$ cat src/include/exec_unit_consts.svh
// Constants for the decimal add, decrement and interrupt enable execution unit.
//
// Notes on behaviour
// - Decimal add negative flag copies result MSB.
// - Decimal add zero flag marks zero result.
// - Decimal add carry marks decimal overflow.
// - Carry-only decimal add carries on rollover.
// - Decrement by one; zero when destination was one.
// - Decrement by one clears carry from zero.
// - Decrement by one overflows from most negative.
// - Decrement negative flag copies result sign.
// - Interrupts off clears enable bit only.
// - Interrupts on sets enable bit only.
// - Enable operations keep flags and halt bits.
// - Arithmetic keeps halt and enable bits.
// - Instruction after interrupts on always runs first.
`ifndef EXEC_UNIT_CONSTS_SVH
`define EXEC_UNIT_CONSTS_SVH

`define ADDR_SRC         8'h00
`define ADDR_DST         8'h01
`define ADDR_STAT        8'h02
`define ADDR_CMD         8'h03
`define ADDR_STATE       8'h04

`define CMD_OP_MSB       2
`define CMD_OP_LSB       0
`define CMD_BYTE_BIT     4

`define OPC_DECIMAL_ADD  3'h1
`define OPC_CARRY_ADD    3'h2
`define OPC_SUB_ONE      3'h3
`define OPC_SUB_TWO      3'h4
`define OPC_IRQ_OFF      3'h5
`define OPC_IRQ_ON       3'h6

`define STAT_C_BIT       0
`define STAT_Z_BIT       1
`define STAT_N_BIT       2
`define STAT_IRQ_EN_BIT  3
`define STAT_CORE_BIT    4
`define STAT_OSC_BIT     5
`define STAT_V_BIT       8

`define STAT_RESET       16'h0000
`define WORD_ZERO        16'h0000
`define IRQ_EN_MASK      16'h0008
`define STEP_ONE         16'h0001
`define STEP_TWO         16'h0002
`define BYTE_MASK        16'h00ff
`define BCD_NINE         5'h09
`define BCD_SIX          5'h06
`define BCD_WORD_MAX     16'h9999
`define BCD_BYTE_MAX     16'h0099
`define WORD_MIN_NEG     16'h8000
`define WORD_MIN_NEG_P1  16'h8001
`define BYTE_MIN_NEG     16'h0080
`define BYTE_MIN_NEG_P1  16'h0081

`endif

$ cat src/include/exec_unit_pkg.sv
// Types shared by the execution unit files.
package exec_unit_pkg;
    typedef logic [15:0] word_t;
    typedef logic [3:0]  digit_t;
    typedef enum logic [2:0] {
        op_none,
        decimal_add_op,
        add_carry_decimal_op,
        decrement_one_op,
        decrement_two_op,
        interrupts_off_op,
        interrupts_on_op
    } exec_op_t;
endpackage

$ cat src/design/bcd_digit_add.sv
// One packed decimal digit adder with carry in and carry out.
`timescale 1ns/1ns
`default_nettype none
`include "exec_unit_consts.svh"
module bcd_digit_add (
    input  wire exec_unit_pkg::digit_t a,
    input  wire exec_unit_pkg::digit_t b,
    input  wire logic                  carry_in,
    output exec_unit_pkg::digit_t      sum,
    output logic                       carry_out
);
    import exec_unit_pkg::*;

    logic [4:0] raw;
    logic [4:0] fixed;

    always_comb begin
        raw       = {1'b0, a} + {1'b0, b} + {4'h0, carry_in};
        carry_out = raw > `BCD_NINE;
        fixed     = carry_out ? raw + `BCD_SIX : raw;
        sum       = fixed[3:0];
    end
endmodule
`default_nettype wire

$ cat src/design/exec_unit.sv
// Execution unit for decimal add, decrement and interrupt enable operations.
//
// Decided for this implementation: the address-and-strobe port and the placing of the registers.
`timescale 1ns/1ns
`default_nettype none
`include "exec_unit_consts.svh"
module exec_unit (
    input  wire logic                  mclk,
    input  wire logic                  reset_n,
    input  wire logic [7:0]            addr,
    input  wire exec_unit_pkg::word_t  wr_data,
    input  wire logic                  wr_en,
    input  wire logic                  rd_en,
    input  wire logic                  irq_request,
    output exec_unit_pkg::word_t       rd_data,
    output logic                       global_irq_enable,
    output logic                       irq_take,
    output logic                       exec_done
);
    import exec_unit_pkg::*;

    // ****************************************************************
    // Functions
    // ****************************************************************

    function automatic exec_op_t decode_op(input logic [2:0] code);
        unique case (code)
            `OPC_DECIMAL_ADD: decode_op = decimal_add_op;
            `OPC_CARRY_ADD:   decode_op = add_carry_decimal_op;
            `OPC_SUB_ONE:     decode_op = decrement_one_op;
            `OPC_SUB_TWO:     decode_op = decrement_two_op;
            `OPC_IRQ_OFF:     decode_op = interrupts_off_op;
            `OPC_IRQ_ON:      decode_op = interrupts_on_op;
            default:          decode_op = op_none;
        endcase
    endfunction

    // Byte results keep only the low byte; the high byte reads zero.
    function automatic word_t size_mask(input word_t val, input logic byte_mode);
        size_mask = byte_mode ? (val & `BYTE_MASK) : val;
    endfunction

    function automatic logic sign_of(input word_t val, input logic byte_mode);
        sign_of = byte_mode ? val[7] : val[15];
    endfunction

    // ****************************************************************
    // Registers and decode
    // ****************************************************************

    word_t    src_reg;
    word_t    dst_reg;
    word_t    stat_reg;
    word_t    dst_next;
    word_t    stat_next;
    word_t    rd_data_reg;
    logic     exec_done_reg;
    logic     irq_take_reg;
    logic     shadow_reg;
    logic     shadow_next;
    logic     req_meta_reg;
    logic     req_sync_reg;
    logic     exec_go;
    logic     byte_sel;
    exec_op_t op;

    assign exec_go  = wr_en && (addr == `ADDR_CMD);
    assign op       = decode_op(wr_data[`CMD_OP_MSB:`CMD_OP_LSB]);
    assign byte_sel = wr_data[`CMD_BYTE_BIT];

    // ****************************************************************
    // Decimal adder
    // ****************************************************************

    word_t      addend;
    word_t      bcd_sum;
    logic [4:0] dcarry;
    logic       bcd_carry;

    // carry-only decimal add uses zero addend
    assign addend    = (op == add_carry_decimal_op) ? `WORD_ZERO : src_reg;
    assign dcarry[0] = stat_reg[`STAT_C_BIT];

    genvar gi;
    generate
        for (gi = 0; gi < 4; gi++) begin : g_digit
            bcd_digit_add u_digit (
                .a         (dst_reg[4*gi +: 4]),
                .b         (addend[4*gi +: 4]),
                .carry_in  (dcarry[gi]),
                .sum       (bcd_sum[4*gi +: 4]),
                .carry_out (dcarry[gi+1])
            );
        end
    endgenerate

    // decimal overflow from the top digit of the size
    assign bcd_carry = byte_sel ? dcarry[2] : dcarry[4];

    // ****************************************************************
    // Decrement
    // ****************************************************************

    word_t step;
    word_t sub_diff;
    word_t dst_sized;
    logic  sub_borrow;
    logic  sub_ovf;

    // subtract the constant one or two
    assign step      = (op == decrement_two_op) ? `STEP_TWO : `STEP_ONE;
    assign dst_sized = size_mask(dst_reg, byte_sel);
    assign sub_diff  = size_mask(dst_sized - step, byte_sel);
    assign sub_borrow = dst_sized < step;
    // positive result from a negative start
    assign sub_ovf    = sign_of(dst_sized, byte_sel) && !sign_of(sub_diff, byte_sel);

    // ****************************************************************
    // Execution
    // ****************************************************************

    always_comb begin
        dst_next  = dst_reg;
        stat_next = stat_reg;
        unique case (op)
            decimal_add_op, add_carry_decimal_op: begin
                dst_next = size_mask(bcd_sum, byte_sel);
                stat_next[`STAT_N_BIT] = sign_of(dst_next, byte_sel);
                stat_next[`STAT_Z_BIT] = (dst_next == `WORD_ZERO);
                stat_next[`STAT_C_BIT] = bcd_carry;
                // overflow flag is left as it was
            end
            decrement_one_op, decrement_two_op: begin
                dst_next = sub_diff;
                stat_next[`STAT_N_BIT] = sign_of(sub_diff, byte_sel);
                // zero only when start equalled step
                stat_next[`STAT_Z_BIT] = (sub_diff == `WORD_ZERO);
                stat_next[`STAT_C_BIT] = !sub_borrow;
                // overflow on crossing the most negative
                stat_next[`STAT_V_BIT] = sub_ovf;
            end
            interrupts_off_op: begin
                stat_next = stat_reg & ~`IRQ_EN_MASK;
            end
            interrupts_on_op: begin
                stat_next = stat_reg | `IRQ_EN_MASK;
            end
            op_none: begin
                stat_next = stat_reg;
            end
        endcase
        // arithmetic never touches halt or enable bits
        // enable operations never touch the other bits
        stat_next[`STAT_CORE_BIT]   = stat_reg[`STAT_CORE_BIT];
        stat_next[`STAT_OSC_BIT]    = stat_reg[`STAT_OSC_BIT];
    end

    always_ff @(posedge mclk or negedge reset_n) begin
        if (!reset_n) begin
            src_reg <= `WORD_ZERO;
        end else if (wr_en && addr == `ADDR_SRC) begin
            src_reg <= wr_data;
        end
    end

    always_ff @(posedge mclk or negedge reset_n) begin
        if (!reset_n) begin
            dst_reg <= `WORD_ZERO;
        end else if (exec_go) begin
            dst_reg <= dst_next;
        end else if (wr_en && addr == `ADDR_DST) begin
            dst_reg <= wr_data;
        end
    end

    always_ff @(posedge mclk or negedge reset_n) begin
        if (!reset_n) begin
            stat_reg <= `STAT_RESET;
        end else if (exec_go) begin
            stat_reg <= stat_next;
        end else if (wr_en && addr == `ADDR_STAT) begin
            stat_reg <= wr_data;
        end
    end

    always_ff @(posedge mclk or negedge reset_n) begin
        if (!reset_n) begin
            exec_done_reg <= 1'b0;
        end else begin
            exec_done_reg <= exec_go;
        end
    end

    // ****************************************************************
    // Interrupt acceptance
    // ****************************************************************

    always_ff @(posedge mclk or negedge reset_n) begin
        if (!reset_n) begin
            req_meta_reg <= 1'b0;
            req_sync_reg <= 1'b0;
        end else begin
            req_meta_reg <= irq_request;
            req_sync_reg <= req_meta_reg;
        end
    end

    // hold off acceptance until the next operation runs
    always_comb begin
        shadow_next = shadow_reg;
        if (exec_go) begin
            shadow_next = (op == interrupts_on_op);
        end
    end

    always_ff @(posedge mclk or negedge reset_n) begin
        if (!reset_n) begin
            shadow_reg <= 1'b0;
        end else begin
            shadow_reg <= shadow_next;
        end
    end

    // no acceptance while the shadow is active
    always_ff @(posedge mclk or negedge reset_n) begin
        if (!reset_n) begin
            irq_take_reg <= 1'b0;
        end else begin
            irq_take_reg <= stat_reg[`STAT_IRQ_EN_BIT] && req_sync_reg && !shadow_next;
        end
    end

    // ****************************************************************
    // Read port
    // ****************************************************************

    always_ff @(posedge mclk or negedge reset_n) begin
        if (!reset_n) begin
            rd_data_reg <= `WORD_ZERO;
        end else if (rd_en) begin
            unique case (addr)
                `ADDR_SRC:   rd_data_reg <= src_reg;
                `ADDR_DST:   rd_data_reg <= dst_reg;
                `ADDR_STAT:  rd_data_reg <= stat_reg;
                `ADDR_STATE: rd_data_reg <= {13'h0000, irq_take_reg, req_sync_reg, shadow_reg};
                default:     rd_data_reg <= `WORD_ZERO;
            endcase
        end else begin
            rd_data_reg <= `WORD_ZERO;
        end
    end

    assign rd_data           = rd_data_reg;
    assign exec_done         = exec_done_reg;
    assign irq_take          = irq_take_reg;
    assign global_irq_enable = stat_reg[`STAT_IRQ_EN_BIT];
endmodule
`default_nettype wire

$ cat config.mk
export PLATFORM = sky130hd
export DESIGN_NAME = exec_unit
export DESIGN_NICKNAME = d
export VERILOG_FILES = /design/src/include/exec_unit_pkg.sv /design/src/design/bcd_digit_add.sv /design/src/design/exec_unit.sv
export VERILOG_INCLUDE_DIRS = /design/src /design/src/include
export SDC_FILE = /design/constraint.sdc
export NUM_CORES = 1
export LEC_CHECK = 0
export BUFFER_PORTS_ARGS = -buffer_cell sky130_fd_sc_hd__buf_2
export CELL_PAD_IN_SITES_DETAIL_PLACEMENT = 1
export CELL_PAD_IN_SITES_GLOBAL_PLACEMENT = 1
export CORE_MARGIN = 3
export CORE_UTILIZATION = 38
export DETAILED_ROUTE_END_ITERATION = 16
export GPL_TIMING_DRIVEN = 0
export HOLD_SLACK_MARGIN = 0.03
export PLACE_DENSITY_LB_ADDON = 0.25
export SLEW_MARGIN = 20
export SYNTH_ARGS = -nofsm -noshare
export SYNTH_HDL_FRONTEND = slang
export SYNTH_SLANG_ARGS = --single-unit
$ cat constraint.sdc
create_clock -name mclk -period 16.2 [get_ports mclk]
set_input_delay 1.62 -clock mclk [delete_from_list [all_inputs] [get_ports mclk]]
set_output_delay 1.62 -clock mclk [all_outputs]
set_load 0.03 [all_outputs]
==> flow_summary.json <==
{
  "status": "finished, final reports clean",
  "maxCapViolations": 0,
  "crit_arrival_ns": 11.65,
  "clk-insertion-delay-late_ns": 0.33,
  "synthAdderAreaFrac": 0.0877,
  "timing.rr.start": "src_reg[0]",
  "start_util": 0.399,
  "startpoint": "wr_data[1]",
  "core.rowCount": 40,
  "synth-edff-count": 0,
  "p_sw_frac": 0.316,
  "synth_nets": 604,
  "dr.first_iter.drc_count": 412,
  "holdWs_ns": 0.353,
  "drc": 0,
  "grt_pass1_wl_mm": 25.4,
  "power_leakage_nw": 2.67,
  "path_common_cell": "fa_1",
  "antennaDiodeCount": 0,
  "p_clk_frac": 0.373,
  "postCtsSetupBuffers": 0,
  "ios": 48,
  "antenna_found_initial": 0,
  "hold_class": "reg -> reg",
  "synth_top_cells_by_area": "dfrtp_1 (35%), mux2_2 (6.4%), ha_1 (5.1%)",
  "synth_compound_area_frac": 0.184,
  "synth-main-ff-cell": "dfrtp_1",
  "maxSlewHeadroom": 0.237,
  "critical_path.slowest_cell": "or4b_2",
  "die_w_um": 120,
  "cts_made_buffers": 9,
  "cts-root-buf": "clkbuf_16",
  "cts_tree": "done",
  "via_per_inst": 5.67,
  "endpoint": "stat_reg[1]",
  "vias": 4390,
  "synthXorXnorAreaFrac": 0.0375,
  "die_h_um": 120,
  "yosys.area_share.simple": 0.188,
  "muxShareOfSynthArea": 0.107,
  "clock_skew_ns": 0.00612,
  "end_kind": "register",
  "clk_path_buf_depth": 2,
  "combPwrFrac": 0.233,
  "syn-cell-area_um2": 4910,
  "seqPwrFrac": 0.394,
  "crit_path_max_fanout": 7,
  "setup_viol": 0,
  "power.switching_mw": 0.151,
  "hpwlAfterDp_mm": 12.4,
  "path_depth": 37,
  "crit_required_ns": 16.46,
  "netlist.top_cell.by_area": "dfrtp_1",
  "hold_buffers": 0,
  "grt_pass1_vias": 4531,
  "cts_max_level": 3,
  "syn_inst": 546,
  "synth.yosys.seq_area_share": 0.352,
  "gr-usage-all-layers": 0.225,
  "drive_above_1_share": 0.167,
  "gp_congestion": 0.855,
  "syn_area_per_cell_um2": 8.99,
  "worst_setup_path_start_kind": "input pin",
  "design.core.area_um2": 12300,
  "cts.sinks": 69,
  "setup_tns_ns": 0,
  "path_clk_slew_ns": 0.06,
  "nFillCells": 1492,
  "worstRegToRegCells": 34,
  "period_minus_slack_ns": 11.39,
  "area_delta_synth_final_pct": 14.7,
  "synth_top_family_by_area": "simple AND/OR/NAND/NOR gates",
  "critPathMaxStageDelay_ns": 0.62,
  "crit_type": "in -> reg",
  "intPower_mw": 0.326,
  "synth_top_cell_area_share": 0.352,
  "fin_nets": 660,
  "async_reset_ff_frac": 1.00,
  "synth_warnings": 0,
  "final-hold-violation-count": 0,
  "min_period_over_period": 0.703,
  "routed_wl_mm": 15.8,
  "clock.fmax_mhz": 87.8,
  "power_density_nw_per_um2": 84.7,
  "ir_drop_uv": 40.8,
  "post_cts_resized": 0,
  "avgRoutedWirePerCell_um": 20.4,
  "synth_commonest_cells": "dfrtp_1 (69), nor2_1 (59), nand2_1 (48)",
  "cp_top_family": "adder cells",
  "dr.pass1.iters": 5,
  "grt_max_degree": 39,
  "critPathBufInv": 6,
  "overflow": 0,
  "tightest_slew_ns": 1.13,
  "final_max_slew_viol_count": 0,
  "rsz0062_at_grt": "false",
  "r2r_end": "stat_reg[1]",
  "dieArea_um2": 14300,
  "rrSetupSlack_ns": 6.33,
  "synth_cell_type_count": 62,
  "io_buffers": 44,
  "antenna_left": 0,
  "synth_seq_cells": 69,
  "yosysMostFrequentCell": "dfrtp_1"
}
==> worst min path at each step <==
stage | cells past startpoint | from | endpoint
after floorplan | 0 | req_meta_reg | req_sync_reg
after global placement | 0 | req_meta_reg | req_sync_reg
after detailed placement | 0 | req_meta_reg | req_sync_reg
after CTS | 0 | req_meta_reg | req_sync_reg
after global routing | 0 | req_meta_reg | req_sync_reg
final | 0 | req_meta_reg | req_sync_reg
==> worst register-to-register path: cells and delay by family, from the launching register on <==
family,cells,cell delay [ns]
compound gates,9,2.55
flops,1,0.41
simple gates,5,1.29
xor+xnor,4,1.52
buf+inv,5,0.28
fa+ha+maj,11,3.78
==> power groups by stage <==
stage / Clock, mW / Sequential (mW) / Combinational [mW]
global placement: 0 / 0.190 / 0.105
detailed placement: 0 / 0.191 / 0.111
floorplan: 0 / 0.188 / 0.0770
CTS: 0.182 / 0.188 / 0.111
global route: 0.188 / 0.189 / 0.123
finish: 0.178 / 0.188 / 0.111
==> per-stage QoR <==
step           std cells  setup slack (ns)   util  power, mW  cell area, um2
2_1_floorplan        546              6.24      -      0.265            4910
3_3_place_gp         758              4.80  0.434      0.295            5340
3_5_place_dp         759              4.46  0.436      0.301            5360
4_1_cts              774              4.78  0.457      0.481            5630
5_1_grt              774              4.23  0.457      0.500            5630
6_report             774              4.81  0.457      0.477            5630
==> layer usage <==
layer  wire length [um]  up-vias  GRT usage
li1                   -     2074          -
met5                  0        -          0
met1               7460     2195      0.318
met3                674       10     0.0151
met2               7510      111      0.371
met4                163        0     0.0709
==> cell usage in the layout (no fill, tap or decap), types with 3 or more instances in the layout <==
cell | netlist | routed
nor3_1 | 14 | 14
or3_1 | 5 | 5
nand3_1 | 10 | 10
o21ai_1 | 4 | 4
a31oi_1 | 11 | 11
nor4_1 | 5 | 5
mux2_2 | 28 | 28
a211oi_1 | 8 | 8
ha_1 | 20 | 20
nor2b_1 | 5 | 5
nand2b_1 | 4 | 4
a22o_1 | 3 | 3
xnor2_1 | 16 | 16
a21oi_1 | 44 | 44
o31ai_1 | 3 | 3
xor2_1 | 5 | 5
clkbuf_16 | 0 | 9
o211ai_1 | 3 | 3
nand2_1 | 48 | 48
o21ai_0 | 16 | 16
nand3b_1 | 3 | 3
mux2i_1 | 21 | 21
a22oi_1 | 5 | 5
a21boi_0 | 6 | 6
a21o_1 | 8 | 8
nand4_1 | 5 | 5
clkinvlp_4 | 0 | 3
inv_1 | 23 | 23
or4_1 | 3 | 3
dfrtp_1 | 69 | 69
nor2_1 | 59 | 59
fa_1 | 9 | 9
buf_2 | 0 | 43
and2_1 | 15 | 15
clkbuf_1 | 25 | 25
==> layout make-up <==
| type | instances | area [um2] | share of cell area |
|---|---|---|---|
| multi-input cells | 424 | 2970 | 0.527 |
| flip-flops and latches | 69 | 1730 | 0.307 |
| repair buffers | 45 | 243 | 0.0431 |
| clock buffers | 9 | 225 | 0.0400 |
| well taps | 168 | 210 | 0.0373 |
| plain buffers | 29 | 124 | 0.0220 |
| inverters | 24 | 90.1 | 0.0160 |
| clock inverters | 6 | 41.3 | 0.00733 |
==> cells by family after synthesis <==
group	Yosys count
compound gates	137
xor+xnor	21
fa+ha+maj	29
buf+inv	53
flops	69
mux	49
simple gates	188
Note: power is estimated with default switching activity, not from simulation.
